**config.mk**
```make
export PLATFORM = sky130hd
export DESIGN_NAME = sts3_lof_defect_monitor
export DESIGN_NICKNAME = d
export VERILOG_FILES = /design/src/lof_mon_pkg.sv /design/src/sts3_lof_defect_monitor.sv
export SDC_FILE = /design/constraint.sdc
export NUM_CORES = 1
export LEC_CHECK = 0
export ABC_AREA = 1
export ABC_CLOCK_PERIOD_IN_PS = 1850
export BUFFER_PORTS_ARGS = -buffer_cell sky130_fd_sc_hd__buf_2
export CORE_MARGIN = 5
export CORE_UTILIZATION = 43
export DETAILED_ROUTE_END_ITERATION = 8
export GPL_TIMING_DRIVEN = 0
export PLACE_DENSITY = 0.79
export SLEW_MARGIN = 10
export SYNTH_ARGS = -nofsm -noshare
export SYNTH_HDL_FRONTEND = slang
export SYNTH_SLANG_ARGS = --single-unit
```
**constraint.sdc**
```tcl
create_clock -name MCLK_I -period 1.85 [get_ports MCLK_I]
set_input_delay 0.0925 -clock MCLK_I [delete_from_list [all_inputs] [get_ports MCLK_I]]
set_output_delay 0.0925 -clock MCLK_I [all_outputs]
set_load 0.02 [all_outputs]
```
**src/lof_mon_pkg.sv**
```systemverilog
// constants, register map and state layout of the loss-of-frame monitor
package lof_mon_pkg;

  // clock and declaration time
  localparam int unsigned CLK_HZ          = 40_000_000;
  localparam int unsigned LOF_SET_TIME_MS = 3;
  localparam int unsigned LOF_SET_CYCLES  = (CLK_HZ / 1000) * LOF_SET_TIME_MS;
  localparam int unsigned TIMER_W         = 17;

  // frames of good alignment that end the severe framing error state
  localparam logic [1:0] SEF_CLEAR_FRAMES = 2'h2;

  // register indices; the byte address is four times the index
  localparam logic [15:0] STATUS_IDX  = 16'h1107;
  localparam logic [15:0] EVENT_IDX   = 16'h110B;
  localparam logic [15:0] LIMIT_IDX   = 16'h112B;
  localparam logic [15:0] STATUS_ADDR = {STATUS_IDX[13:0], 2'h0};
  localparam logic [15:0] EVENT_ADDR  = {EVENT_IDX[13:0], 2'h0};
  localparam logic [15:0] LIMIT_ADDR  = {LIMIT_IDX[13:0], 2'h0};

  // field positions
  localparam int unsigned SEF_BIT      = 1;
  localparam int unsigned LOF_BIT      = 2;
  localparam int unsigned LIMIT_LSB    = 0;
  localparam int unsigned EXIT_SEL_LSB = 4;

  // reset values
  localparam logic [7:0] STATUS_RST = 8'h00;
  localparam logic [7:0] EVENT_RST  = 8'h00;
  localparam logic [7:0] LIMIT_RST  = 8'h00;

  // register decode result
  typedef enum logic [1:0] {
    SEL_NONE   = 2'b00,
    SEL_STATUS = 2'b01,
    SEL_EVENT  = 2'b10,
    SEL_LIMIT  = 2'b11
  } reg_sel_e;

  typedef struct packed {
    logic               severe_frame_error_defect;
    logic [1:0]         sef_good;
    logic               lof;
    logic [TIMER_W-1:0] lof_timer;
    logic [3:0]         good_run;
    logic [3:0]         limit;
    logic [1:0]         exit_sel;
    logic [7:0]         flags;
    logic [31:0]        rdata;
  } mon_state_s;

endpackage

```
**src/sts3_lof_defect_monitor.sv**
```systemverilog
// loss-of-frame declaration and clearance with status, event flags and apb access
// Overview of operation
// loss of frame declared once severe framing error held three milliseconds
// loss of frame declaration sets status register bit 2
// every loss-of-frame change sets event bit 2 and pulls interrupt low
// loss of frame clears only after sef cleared and threshold good frames
// software writes the good-frame threshold into limit register bits 3..0
// good-frame counting toward threshold starts only once sef has cleared
// loss-of-frame clearance resets status bit 2 and raises the change event
// sef clears after two consecutive frames with error-free alignment bytes
// errored frame or renewed sef restarts the clearance count at zero
`timescale 1ns/1ps
module sts3_lof_defect_monitor #(
  parameter int unsigned LOF_SET_CYCLES = lof_mon_pkg::LOF_SET_CYCLES
) (
  input  wire logic        MCLK_I,
  input  wire logic        RSTN_I,
  input  wire logic        FRAME_DONE_I,
  input  wire logic        FRAME_ALIGN_OK_I,
  input  wire logic        SEF_DECLARE_I,
  input  wire logic        PSEL_I,
  input  wire logic        PENABLE_I,
  input  wire logic        PWRITE_I,
  input  wire logic [15:0] PADDR_I,
  input  wire logic [31:0] PWDATA_I,
  input  wire logic [3:0]  PSTRB_I,
  output logic      [31:0] PRDATA_O,
  output logic             PREADY_O,
  output logic             PSLVERR_O,
  output logic             SEF_O,
  output logic             LOF_O,
  output logic             INT_N_O
);

  localparam logic [lof_mon_pkg::TIMER_W-1:0] TIMER_LAST =
    lof_mon_pkg::TIMER_W'(LOF_SET_CYCLES - 1);

  lof_mon_pkg::mon_state_s st;
  lof_mon_pkg::mon_state_s next_st;

  logic                  access;
  logic                  setup;
  lof_mon_pkg::reg_sel_e sel;

  function automatic lof_mon_pkg::reg_sel_e reg_sel(input logic [15:0] addr);
    unique case (addr)
      lof_mon_pkg::STATUS_ADDR: reg_sel = lof_mon_pkg::SEL_STATUS;
      lof_mon_pkg::EVENT_ADDR:  reg_sel = lof_mon_pkg::SEL_EVENT;
      lof_mon_pkg::LIMIT_ADDR:  reg_sel = lof_mon_pkg::SEL_LIMIT;
      default:                  reg_sel = lof_mon_pkg::SEL_NONE;
    endcase
  endfunction

  function automatic logic [7:0] status_byte(input logic severe_frame_error_defect, input logic lof);
    status_byte = lof_mon_pkg::STATUS_RST;
    status_byte[lof_mon_pkg::SEF_BIT] = severe_frame_error_defect;
    status_byte[lof_mon_pkg::LOF_BIT] = lof;
  endfunction

  assign access = PSEL_I && PENABLE_I;
  assign setup  = PSEL_I && !PENABLE_I;
  assign sel    = reg_sel(PADDR_I);

  always_comb begin
    next_st = st;

    // severe framing error: declared from outside, cleared by good frames
    if (SEF_DECLARE_I) begin
      next_st.severe_frame_error_defect      = 1'b1;
      next_st.sef_good = 2'h0;
    end else if (st.severe_frame_error_defect && FRAME_DONE_I) begin
      if (!FRAME_ALIGN_OK_I) begin
        next_st.sef_good = 2'h0;
      end else if (st.sef_good == lof_mon_pkg::SEF_CLEAR_FRAMES - 2'h1) begin
        next_st.severe_frame_error_defect      = 1'b0;
        next_st.sef_good = 2'h0;
      end else begin
        next_st.sef_good = st.sef_good + 2'h1;
      end
    end

    // declaration timer runs only while sef stands and lof is absent
    if (!st.severe_frame_error_defect || st.lof) begin
      next_st.lof_timer = '0;
    end else if (st.lof_timer == TIMER_LAST) begin
      next_st.lof       = 1'b1;
      next_st.lof_timer = '0;
    end else begin
      next_st.lof_timer = st.lof_timer + 1'b1;
    end

    // clearance: count consecutive good frames after sef has gone
    if (!st.lof || st.severe_frame_error_defect) begin
      next_st.good_run = 4'h0;
    end else if (st.good_run >= st.limit) begin
      next_st.lof      = 1'b0;
      next_st.good_run = 4'h0;
    end else if (FRAME_DONE_I) begin
      if (FRAME_ALIGN_OK_I) begin
        next_st.good_run = st.good_run + 4'h1;
      end else begin
        next_st.good_run = 4'h0;
      end
    end

    // read of the event register clears only the bits it reported
    if (access && !PWRITE_I && sel == lof_mon_pkg::SEL_EVENT) begin
      next_st.flags = st.flags & ~st.rdata[7:0];
    end
    // a change in the same cycle as the clear still sets its flag
    next_st.flags[lof_mon_pkg::SEF_BIT] = next_st.flags[lof_mon_pkg::SEF_BIT] |
                                          (next_st.severe_frame_error_defect ^ st.severe_frame_error_defect);
    next_st.flags[lof_mon_pkg::LOF_BIT] = next_st.flags[lof_mon_pkg::LOF_BIT] |
                                          (next_st.lof ^ st.lof);

    // threshold and pattern select writes
    if (access && PWRITE_I && sel == lof_mon_pkg::SEL_LIMIT && PSTRB_I[0]) begin
      next_st.limit    = PWDATA_I[lof_mon_pkg::LIMIT_LSB +: 4];
      next_st.exit_sel = PWDATA_I[lof_mon_pkg::EXIT_SEL_LSB +: 2];
    end

    // read data is captured in the setup cycle and stands through the access
    if (setup) begin
      next_st.rdata = 32'h0;
      if (!PWRITE_I) begin
        unique case (sel)
          lof_mon_pkg::SEL_STATUS: next_st.rdata[7:0] = status_byte(st.severe_frame_error_defect, st.lof);
          lof_mon_pkg::SEL_EVENT:  next_st.rdata[7:0] = st.flags;
          lof_mon_pkg::SEL_LIMIT: begin
            next_st.rdata[lof_mon_pkg::LIMIT_LSB +: 4]    = st.limit;
            next_st.rdata[lof_mon_pkg::EXIT_SEL_LSB +: 2] = st.exit_sel;
          end
          lof_mon_pkg::SEL_NONE:   next_st.rdata = 32'h0;
        endcase
      end
    end

    if (!RSTN_I) begin
      next_st          = '0;
      next_st.severe_frame_error_defect      = lof_mon_pkg::STATUS_RST[lof_mon_pkg::SEF_BIT];
      next_st.lof      = lof_mon_pkg::STATUS_RST[lof_mon_pkg::LOF_BIT];
      next_st.flags    = lof_mon_pkg::EVENT_RST;
      next_st.limit    = lof_mon_pkg::LIMIT_RST[lof_mon_pkg::LIMIT_LSB +: 4];
      next_st.exit_sel = lof_mon_pkg::LIMIT_RST[lof_mon_pkg::EXIT_SEL_LSB +: 2];
    end
  end

  always_ff @(posedge MCLK_I) begin
    st <= next_st;
  end

  assign PRDATA_O  = st.rdata;
  assign PREADY_O  = 1'b1;
  assign PSLVERR_O = access && sel == lof_mon_pkg::SEL_NONE;
  assign SEF_O     = st.severe_frame_error_defect;
  assign LOF_O     = st.lof;
  assign INT_N_O   = ~(|st.flags);
endmodule

```
==> impl_metrics.json, run 1 <==
{
  "routedWlPerCell_um": 10.7,
  "drc": 0,
  "ys_ff_latch": 47,
  "grt_pass1_wl_um": 10100,
  "rows": 29,
  "io_pins": 97,
  "fin_cells": 544,
  "coreArea_um2": 6310,
  "clk_latency_ns": 0.30,
  "die_w_um": 90.2,
  "viasPerCell": 4.63,
  "n_fill_cell": 648,
  "report.final.slew_viol_count": 0,
  "rsz0062_at_grt": "false",
  "end_kind": "output port",
  "cts_tree": "done",
  "synth-warning-count": 0,
  "die_h_um": 90.2,
  "r2r_cells": 7,
  "tightest_slew_ns": 0.515,
  "multi_input_area_um2": 1400,
  "seqCellArea_um2": 941,
  "drv_cap": 0,
  "yosysSeqAreaShare_pct": 34.1,
  "placed_area_um2": 3150,
  "cp.arrival_ns": 1.59,
  "crit_path_max_incr_delay_ns": 0.51,
  "yosys.area.top_type_share_pct": 34.1,
  "crit_slowest_cell": "or4_1",
  "cts.sinks": 47,
  "fin_hold_ws_ns": 0.0141,
  "avgSynthCellArea_um2": 6.99,
  "dpl.cell_count": 536,
  "final_antenna_net_count": 0,
  "min_path_type": "primary input to flop",
  "clock_path_buffers": 2,
  "dr.pass1.iters": 4,
  "clk_pin_slew_ns": 0.08,
  "syn_to_final_growth_pct": 18.5,
  "timing.fmax_mhz": 594,
  "yosys_most_used_dff": "dfxtp_1",
  "dieArea_um2": 8130,
  "reg2reg_slack_ns": 0.18,
  "synth-async-reset-ratio_pct": 0,
  "startpoint_type": "flop",
  "wl_um": 5840,
  "initial_utilization_pct": 43.8,
  "slew_headroom_pct": 65.7,
  "port_buffers": 41,
  "setup_tns_ns": 0,
  "grt_pass1_vias": 2352,
  "gp_congestion": 0.905,
  "period_needed_ns": 1.68,
  "crit_type": "flop to output port",
  "netlist_area_um2": 2760,
  "drive_above_1_share_pct": 23.1,
  "drtIter0Drc": 116,
  "htree_levels": 2,
  "ys_top_cells_by_area": "dfxtp_1 (34%), nand2_1 (10%), buf_4 (9.0%)",
  "numCtsBuffers": 5,
  "leakagePower_nw": 1.57,
  "yosys.area.top_type": "dfxtp_1",
  "hold_viol_final": 0,
  "synth_edf_count": 0,
  "dp_hpwl_um": 4700,
  "period_share_pct": 91.0,
  "nNetsFinal": 532,
  "num_antenna_cells": 0,
  "overflow": 0,
  "syn_inst": 395,
  "ys_types": 35,
  "peakVddDrop_mv": 0.574,
  "p_total_mw": 2.04,
  "grt_max_degree": 15,
  "fin_skew_ns": 0.00626,
  "setup_violations": 0,
  "grt_antenna_before_repair": 0,
  "path_cells": "or4_1 -> nor4_1 -> buf_2",
  "hold_depth": 3,
  "required_ns": 1.76,
  "finish.instance_area_um2": 3270,
  "outcome": "finished clean",
  "num_vias": 2516,
  "grt_util_all_layers_pct": 14.6,
  "crit_fanout": 3,
  "root_buffer": "clkbuf_8",
  "power_density_nw_per_um2": 623
}
## power breakdown
part / switching (mW) / leakage (nW) / total [mW] / internal [mW]
clock network: 0.352 / 0.0612 / 0.789 / 0.438
registers: 0.00391 / 0.379 / 1.02 / 1.02
logic: 0.142 / 1.13 / 0.231 / 0.0893
total: 0.497 / 1.57 / 2.04 / 1.54
## per-stage QoR
| step | util, % | setup WS, ns |
|---|---|---|
| after floorplan | - | 0.320 |
| after global placement | 49.9 | 0.209 |
| after detailed placement | 49.9 | 0.162 |
| after CTS | 51.8 | 0.140 |
| after global routing | 51.8 | 0.00999 |
| final | 51.8 | 0.166 |
## cell usage in the layout, fill, tap and decap left out, drive strengths merged
master,count
dfxtp,47
buf,77
o31ai,2
o21bai,1
a311o,1
o21ai,4
or4,1
or2,1
inv,58
a31oi,4
or3,1
a211oi,1
xnor2,2
bufinv,1
nand3,37
nand2,78
nor2,66
a21oi,13
nor4,2
nor3,8
ha,6
conb,25
nand4,9
o211ai,2
clkinv,1
xor2,10
clkbuf,9
## routing by layer
layer | track usage (%) | wire length [um]
met5 | 0 | 0
met2 | 24.8 | 2770
met1 | 17.7 | 2560
met3 | 4.51 | 443
met4 | 4.34 | 66
## state kept, by name, indices dropped and copies added (netlist names)
signal	flops
st	37
LOF_O	1
PRDATA_O	8
SEF_O	1
## layout make-up
class                      instances  area share, %
buffer                            39           9.06
clock buffer                       6           2.52
clock inverter                     2           1.07
inverter                          58           6.65
multi-input combinational        274           42.7
sequential                        47           28.7
tap                               77           2.94
timing repair buffer              41           6.27
## logic make-up (layout without fill, tap and decap cells)
family	count (synthesis)	in the layout	synth area share (%)
AOI/OAI and AO/OA	28	28	5.98
xor gates and xnor gates	12	12	3.80
adders and majority gates	6	6	2.72
buffers and inverters	97	146	18.6
DFF	47	47	34.1
other	2	25	0.272
and+or+nand+nor	203	203	34.6
## cells in the mapped netlist (6+ instances only)
master / number
xor2_1: 10
inv_1: 56
nor2_4: 6
nand2_1: 76
ha_1: 6
nor2_1: 56
buf_4: 33
nand3_1: 33
nor3_1: 7
nand4_1: 8
a21oi_1: 13
dfxtp_1: 47
## final timing paths
kind,start,end
worst max-delay path,st[32],INT_N_O
worst min register to register,st[69],st[69]
worst max register to register,st[50],st[61]
worst min-delay path,PWDATA_I[1],st[43]
## worst max-delay path, delay by kind of cell (launching register included)
kind | cells | cell delay, ns
AND/OR/NAND/NOR | 2 | 0.73
flip-flops | 1 | 0.33
buffers and inverters | 1 | 0.23
## timing repair
action                                  CTS  global route
hold buffers                              0             0
setup buffers                             0             0
endpoints found under the setup margin    0             1
gates resized for setup                   0             1
Note: power is estimated with default switching activity, not from simulation.
==> inputs of run 2 (changes only) <==
PLACE_DENSITY = 0.71   (was 0.79)
==> run 2 against run 1 <==
Utilization is 0.22 points higher. Wire length is 2.9% lower. Flip-flop and latch count stayed put. Die area stayed put. Cell area is 0.42% higher. Via count is 2.1% lower. Hold slack better by 0.015 ns. Critical path depth stayed put. Maximum frequency is 0.94% lower. Global-route usage is 0.71 points lower. Clock power is 11% higher. Worst setup slack worse by 0.016 ns. Critical endpoint unchanged. Largest power group unchanged. Highest routed layer unchanged.
==> impl_metrics.json, run 2 (synthesis gave the netlist of run 1 again) <==
{
  "outcome": "finished clean",
  "cts.sinks": 47,
  "dr.pass1.iters": 5,
  "leakagePower_nw": 1.58,
  "largest_register_ffs": 37,
  "cts_setup_buffers": 0,
  "die_w_um": 90.2,
  "clk_pin_slew_ns": 0.08,
  "gp_congestion": 0.866,
  "port_buffers": 41,
  "grt_antenna_before_repair": 0,
  "switchingPower_uw": 485,
  "drtIter0Drc": 94,
  "mostFrequentLayoutCells": "nand2_1 (76), inv_1 (56), nor2_1 (56)",
  "rsz0062_at_grt": "false",
  "grt_pass1_vias": 2324,
  "numCtsBuffers": 5,
  "startpoint_type": "flop",
  "period_share_pct": 91.9,
  "min_path_type": "primary input to flop",
  "end_kind": "output port",
  "syn_to_final_growth_pct": 19.0,
  "layout_commonest_cell": "nand2_1",
  "die_h_um": 90.2,
  "clock_path_buffers": 2,
  "crit_type": "flop to output port",
  "htree_levels": 2,
  "hold_viol_final": 0,
  "hold_buffers": 0,
  "drc": 0,
  "r2r_cells": 7,
  "setup_tns_ns": 0,
  "io_pins": 97,
  "report.final.slew_viol_count": 0,
  "pwr-share-comb_pct": 10.9,
  "peakVddDrop_mv": 0.433,
  "cp.arrival_ns": 1.61,
  "pre_cts_ws_ns": 0.166,
  "fin_ws_ns": 0.150,
  "switching_share_pct": 22.8,
  "dp_hpwl_um": 4630,
  "crit_fanout": 3,
  "overflow": 0,
  "clockPowerShare_pct": 41.2,
  "final_antenna_net_count": 0,
  "nNetsFinal": 532,
  "timing.fmax_mhz": 588,
  "wl_um": 5670,
  "p_seq_share_pct": 47.9,
  "viasPerCell": 4.53,
  "grt_max_degree": 16,
  "drv_cap": 0,
  "cts_resized": 0,
  "power.internal_mw": 1.64,
  "clk_latency_ns": 0.30,
  "drive_above_1_share_pct": 22.9,
  "period_needed_ns": 1.70,
  "power_density_nw_per_um2": 648,
  "num_antenna_cells": 0,
  "cts_tree": "done",
  "setup_violations": 0,
  "required_ns": 1.76,
  "fin_skew_ns": 0.0104,
  "num_vias": 2463,
  "initial_utilization_pct": 43.8,
  "top_register": "st",
  "root_buffer": "clkbuf_8",
  "hold_depth": 3,
  "grt_util_all_layers_pct": 13.9,
  "routedWlPerCell_um": 10.4,
  "rows": 29,
  "coreArea_um2": 6310,
  "dieArea_um2": 8130,
  "grt_pass1_wl_um": 9670
}
[run 2: cell types whose count changed in the layout (fill, tap and decap cells not counted), sizes merged]
cell      previous run  this run
clkbuf               9         8
clkinv               1         0
clkinvlp             0         1
bufinv               1         2
[run 2: per-layer routing]
| metal | GRT usage (%) | share of wire (%) | vias to the layer above |
|---|---|---|---|
| li1 | - | - | 1323 |
| met1 | 16.6 | 44 | 1083 |
| met2 | 24.5 | 49 | 52 |
| met3 | 3.92 | 6.0 | 5 |
| met4 | 3.72 | 0.74 | 0 |
| met5 | 0 | 0 | - |
[run 2: through the flow]
step | instance area, um2 | utilization, % | cells | total power, mW | hold slack [ns]
after floorplan | 2850 | - | 418 | 1.21 | 0.226
after global placement | 3150 | 49.9 | 536 | 1.27 | 0.319
after detailed placement | 3150 | 49.9 | 536 | 1.27 | 0.327
after CTS | 3290 | 52.1 | 544 | 2.15 | 0.0206
after global routing | 3290 | 52.1 | 544 | 2.21 | 0.0258
final | 3290 | 52.1 | 544 | 2.13 | 0.0294
[run 2: worst paths after layout]
path,from,to,slack [ns]
worst min-delay path,PWDATA_I[2],st[44],0.03
worst min register to register,st[69],st[69],0.44
worst max-delay path,st[32],INT_N_O,0.15
worst max register to register,st[59],st[66],0.19
[run 2: worst max-delay path: stages (launching register included)]
cell	delay, ns
dfxtp_1	0.34
or4_1	0.52
nor4_1	0.24
buf_2	0.23
[run 2: final cells by class]
type	count	area (um2)
fill	629	3030
multi-input combinational	274	1390
sequential	47	941
buffer	39	297
inverter	58	218
timing repair buffer	41	205
tap	77	96.3
clock buffer	5	68.8
clock inverter	3	67.6
[run 2: power by group through the flow]
stage,Clock [mW],Sequential (mW),Combinational (mW)
3_5_place_dp,0,1.04,0.229
3_3_place_gp,0,1.04,0.226
4_1_cts,0.902,1.02,0.230
2_1_floorplan,0,1.05,0.164
5_1_grt,0.935,1.02,0.257
6_report,0.878,1.02,0.231
==> inputs of run 3 (changes only) <==
==> constraint.sdc (replaced) <==
create_clock -name MCLK_I -period 1.85 [get_ports MCLK_I]
set_input_delay 0.37 -clock MCLK_I [delete_from_list [all_inputs] [get_ports MCLK_I]]
set_output_delay 0.37 -clock MCLK_I [all_outputs]
set_load 0.02 [all_outputs]
==> run 3 against run 2 <==
The run now ends with negative setup slack left. Global-route usage is 0.14 points higher. Clock power hardly changed. Die area stayed put. Combinational power is 2% higher. Clock skew is 0.00085 ns lower. Non-clock buffer count stayed put. First-iteration DRC count is 4.3% higher. Sequential power hardly changed. Critical path depth stayed put. Power is 0.15% higher. Flip-flop and latch count stayed put. Largest cell class unchanged.
==> impl_metrics.json, run 3 (synthesis gave the netlist of run 1 again) <==
{
  "outcome": "finished with violations",
  "failed_checks": "negative setup slack",
  "port_buffers": 41,
  "peakVddDrop_mv": 0.433,
  "routedWlPerCell_um": 10.5,
  "rsz0062_at_grt": "true",
  "rows": 29,
  "hold_buffers": 0,
  "setup_violations": 1,
  "grt_max_degree": 16,
  "gp_congestion": 0.866,
  "coreArea_um2": 6310,
  "largest_register_ffs": 37,
  "root_buffer": "clkbuf_8",
  "htree_levels": 2,
  "report.final.slew_viol_count": 0,
  "die_h_um": 90.2,
  "cts_tree": "done",
  "mostFrequentLayoutCells": "nand2_1 (76), inv_1 (56), nor2_1 (56)",
  "fin_skew_ns": 0.00956,
  "grt_pass1_vias": 2343,
  "end_kind": "output port",
  "clock_path_buffers": 2,
  "dieArea_um2": 8130,
  "required_ns": 1.48,
  "grt_util_all_layers_pct": 14.1,
  "syn_to_final_growth_pct": 19.8,
  "period_share_pct": 101,
  "dp_hpwl_um": 4630,
  "timing.fmax_mhz": 536,
  "wl_um": 5700,
  "viasPerCell": 4.54,
  "power_density_nw_per_um2": 644,
  "nNetsFinal": 532,
  "top_register": "st",
  "leakagePower_nw": 1.58,
  "crit_fanout": 3,
  "cts.sinks": 47,
  "dr.pass1.iters": 4,
  "io_pins": 97,
  "fin_util_pct": 52.4,
  "fin_ws_ns": -0.0147,
  "die_w_um": 90.2,
  "num_antenna_cells": 0,
  "setup_tns_ns": -0.0147,
  "num_vias": 2472,
  "min_path_type": "primary input to flop",
  "initial_utilization_pct": 43.8,
  "period_needed_ns": 1.86,
  "startpoint_type": "flop",
  "pre_cts_ws_ns": 0.157,
  "drv_cap": 0,
  "finish.instance_area_um2": 3310,
  "drive_above_1_share_pct": 23.6,
  "grt_antenna_before_repair": 0,
  "crit_type": "flop to output port",
  "drtIter0Drc": 98,
  "clk_latency_ns": 0.29,
  "final_antenna_net_count": 0,
  "clk_pin_slew_ns": 0.08,
  "layout_commonest_cell": "nand2_1",
  "cp.arrival_ns": 1.49,
  "grt_pass1_wl_um": 9770,
  "numCtsBuffers": 5,
  "hold_viol_final": 0,
  "drc": 0,
  "overflow": 0,
  "placed_area_um2": 3150,
  "p_total_mw": 2.13
}
## run 3: cell counts in the layout (fill, tap and decap cells not counted)
No cell type changed its count.
## run 3: timing repair
item,CTS,global route
gates resized for setup,5,0
setup buffers,0,0
setup endpoints to repair,1,1
pin swaps,0,0
## run 3: critical path, cell delays in order, from the launching register on
cell,delay [ns]
dfxtp_2,0.34
or4_4,0.54
nor4_4,0.15
buf_4,0.18
## run 3: area by class of cell
class | instances | area, um2
clock buffers | 5 | 68.8
flip-flops and latches | 47 | 942
repair buffers | 41 | 208
clock inverters | 3 | 67.6
plain buffers | 39 | 297
inverters | 58 | 218
well taps | 77 | 96.3
multi-input cells | 274 | 1410
fillers | 629 | 3000
## run 3: per-stage QoR
stage / hold slack [ns] / std cells
floorplan: 0.409 / 418
global placement: 0.419 / 536
detailed placement: 0.424 / 536
CTS: 0.298 / 544
global route: 0.303 / 544
finish: 0.305 / 544
## run 3: layer usage
layer  up-vias  track usage [%]  part of all wire, %
li1       1322                -                    -
met1      1084             16.7                   43
met2        61             24.8                   49
met3         5             3.92                  6.4
met4         0             3.72                 0.74
met5         -                0                    0
## run 3: power by group
part           switching [mW]  internal (mW)
clock network           0.339          0.539
logic                   0.142         0.0921
registers             0.00393           1.02
## run 3: final timing paths
check                           cells after the start        start  slack (ns)       to
worst max-delay path                                3       st[32]       -0.01  INT_N_O
worst min-delay path                                3  PWDATA_I[2]        0.31   st[44]
worst max register to register                      7       st[59]        0.19   st[66]
worst min register to register                      2       st[69]        0.44   st[69]
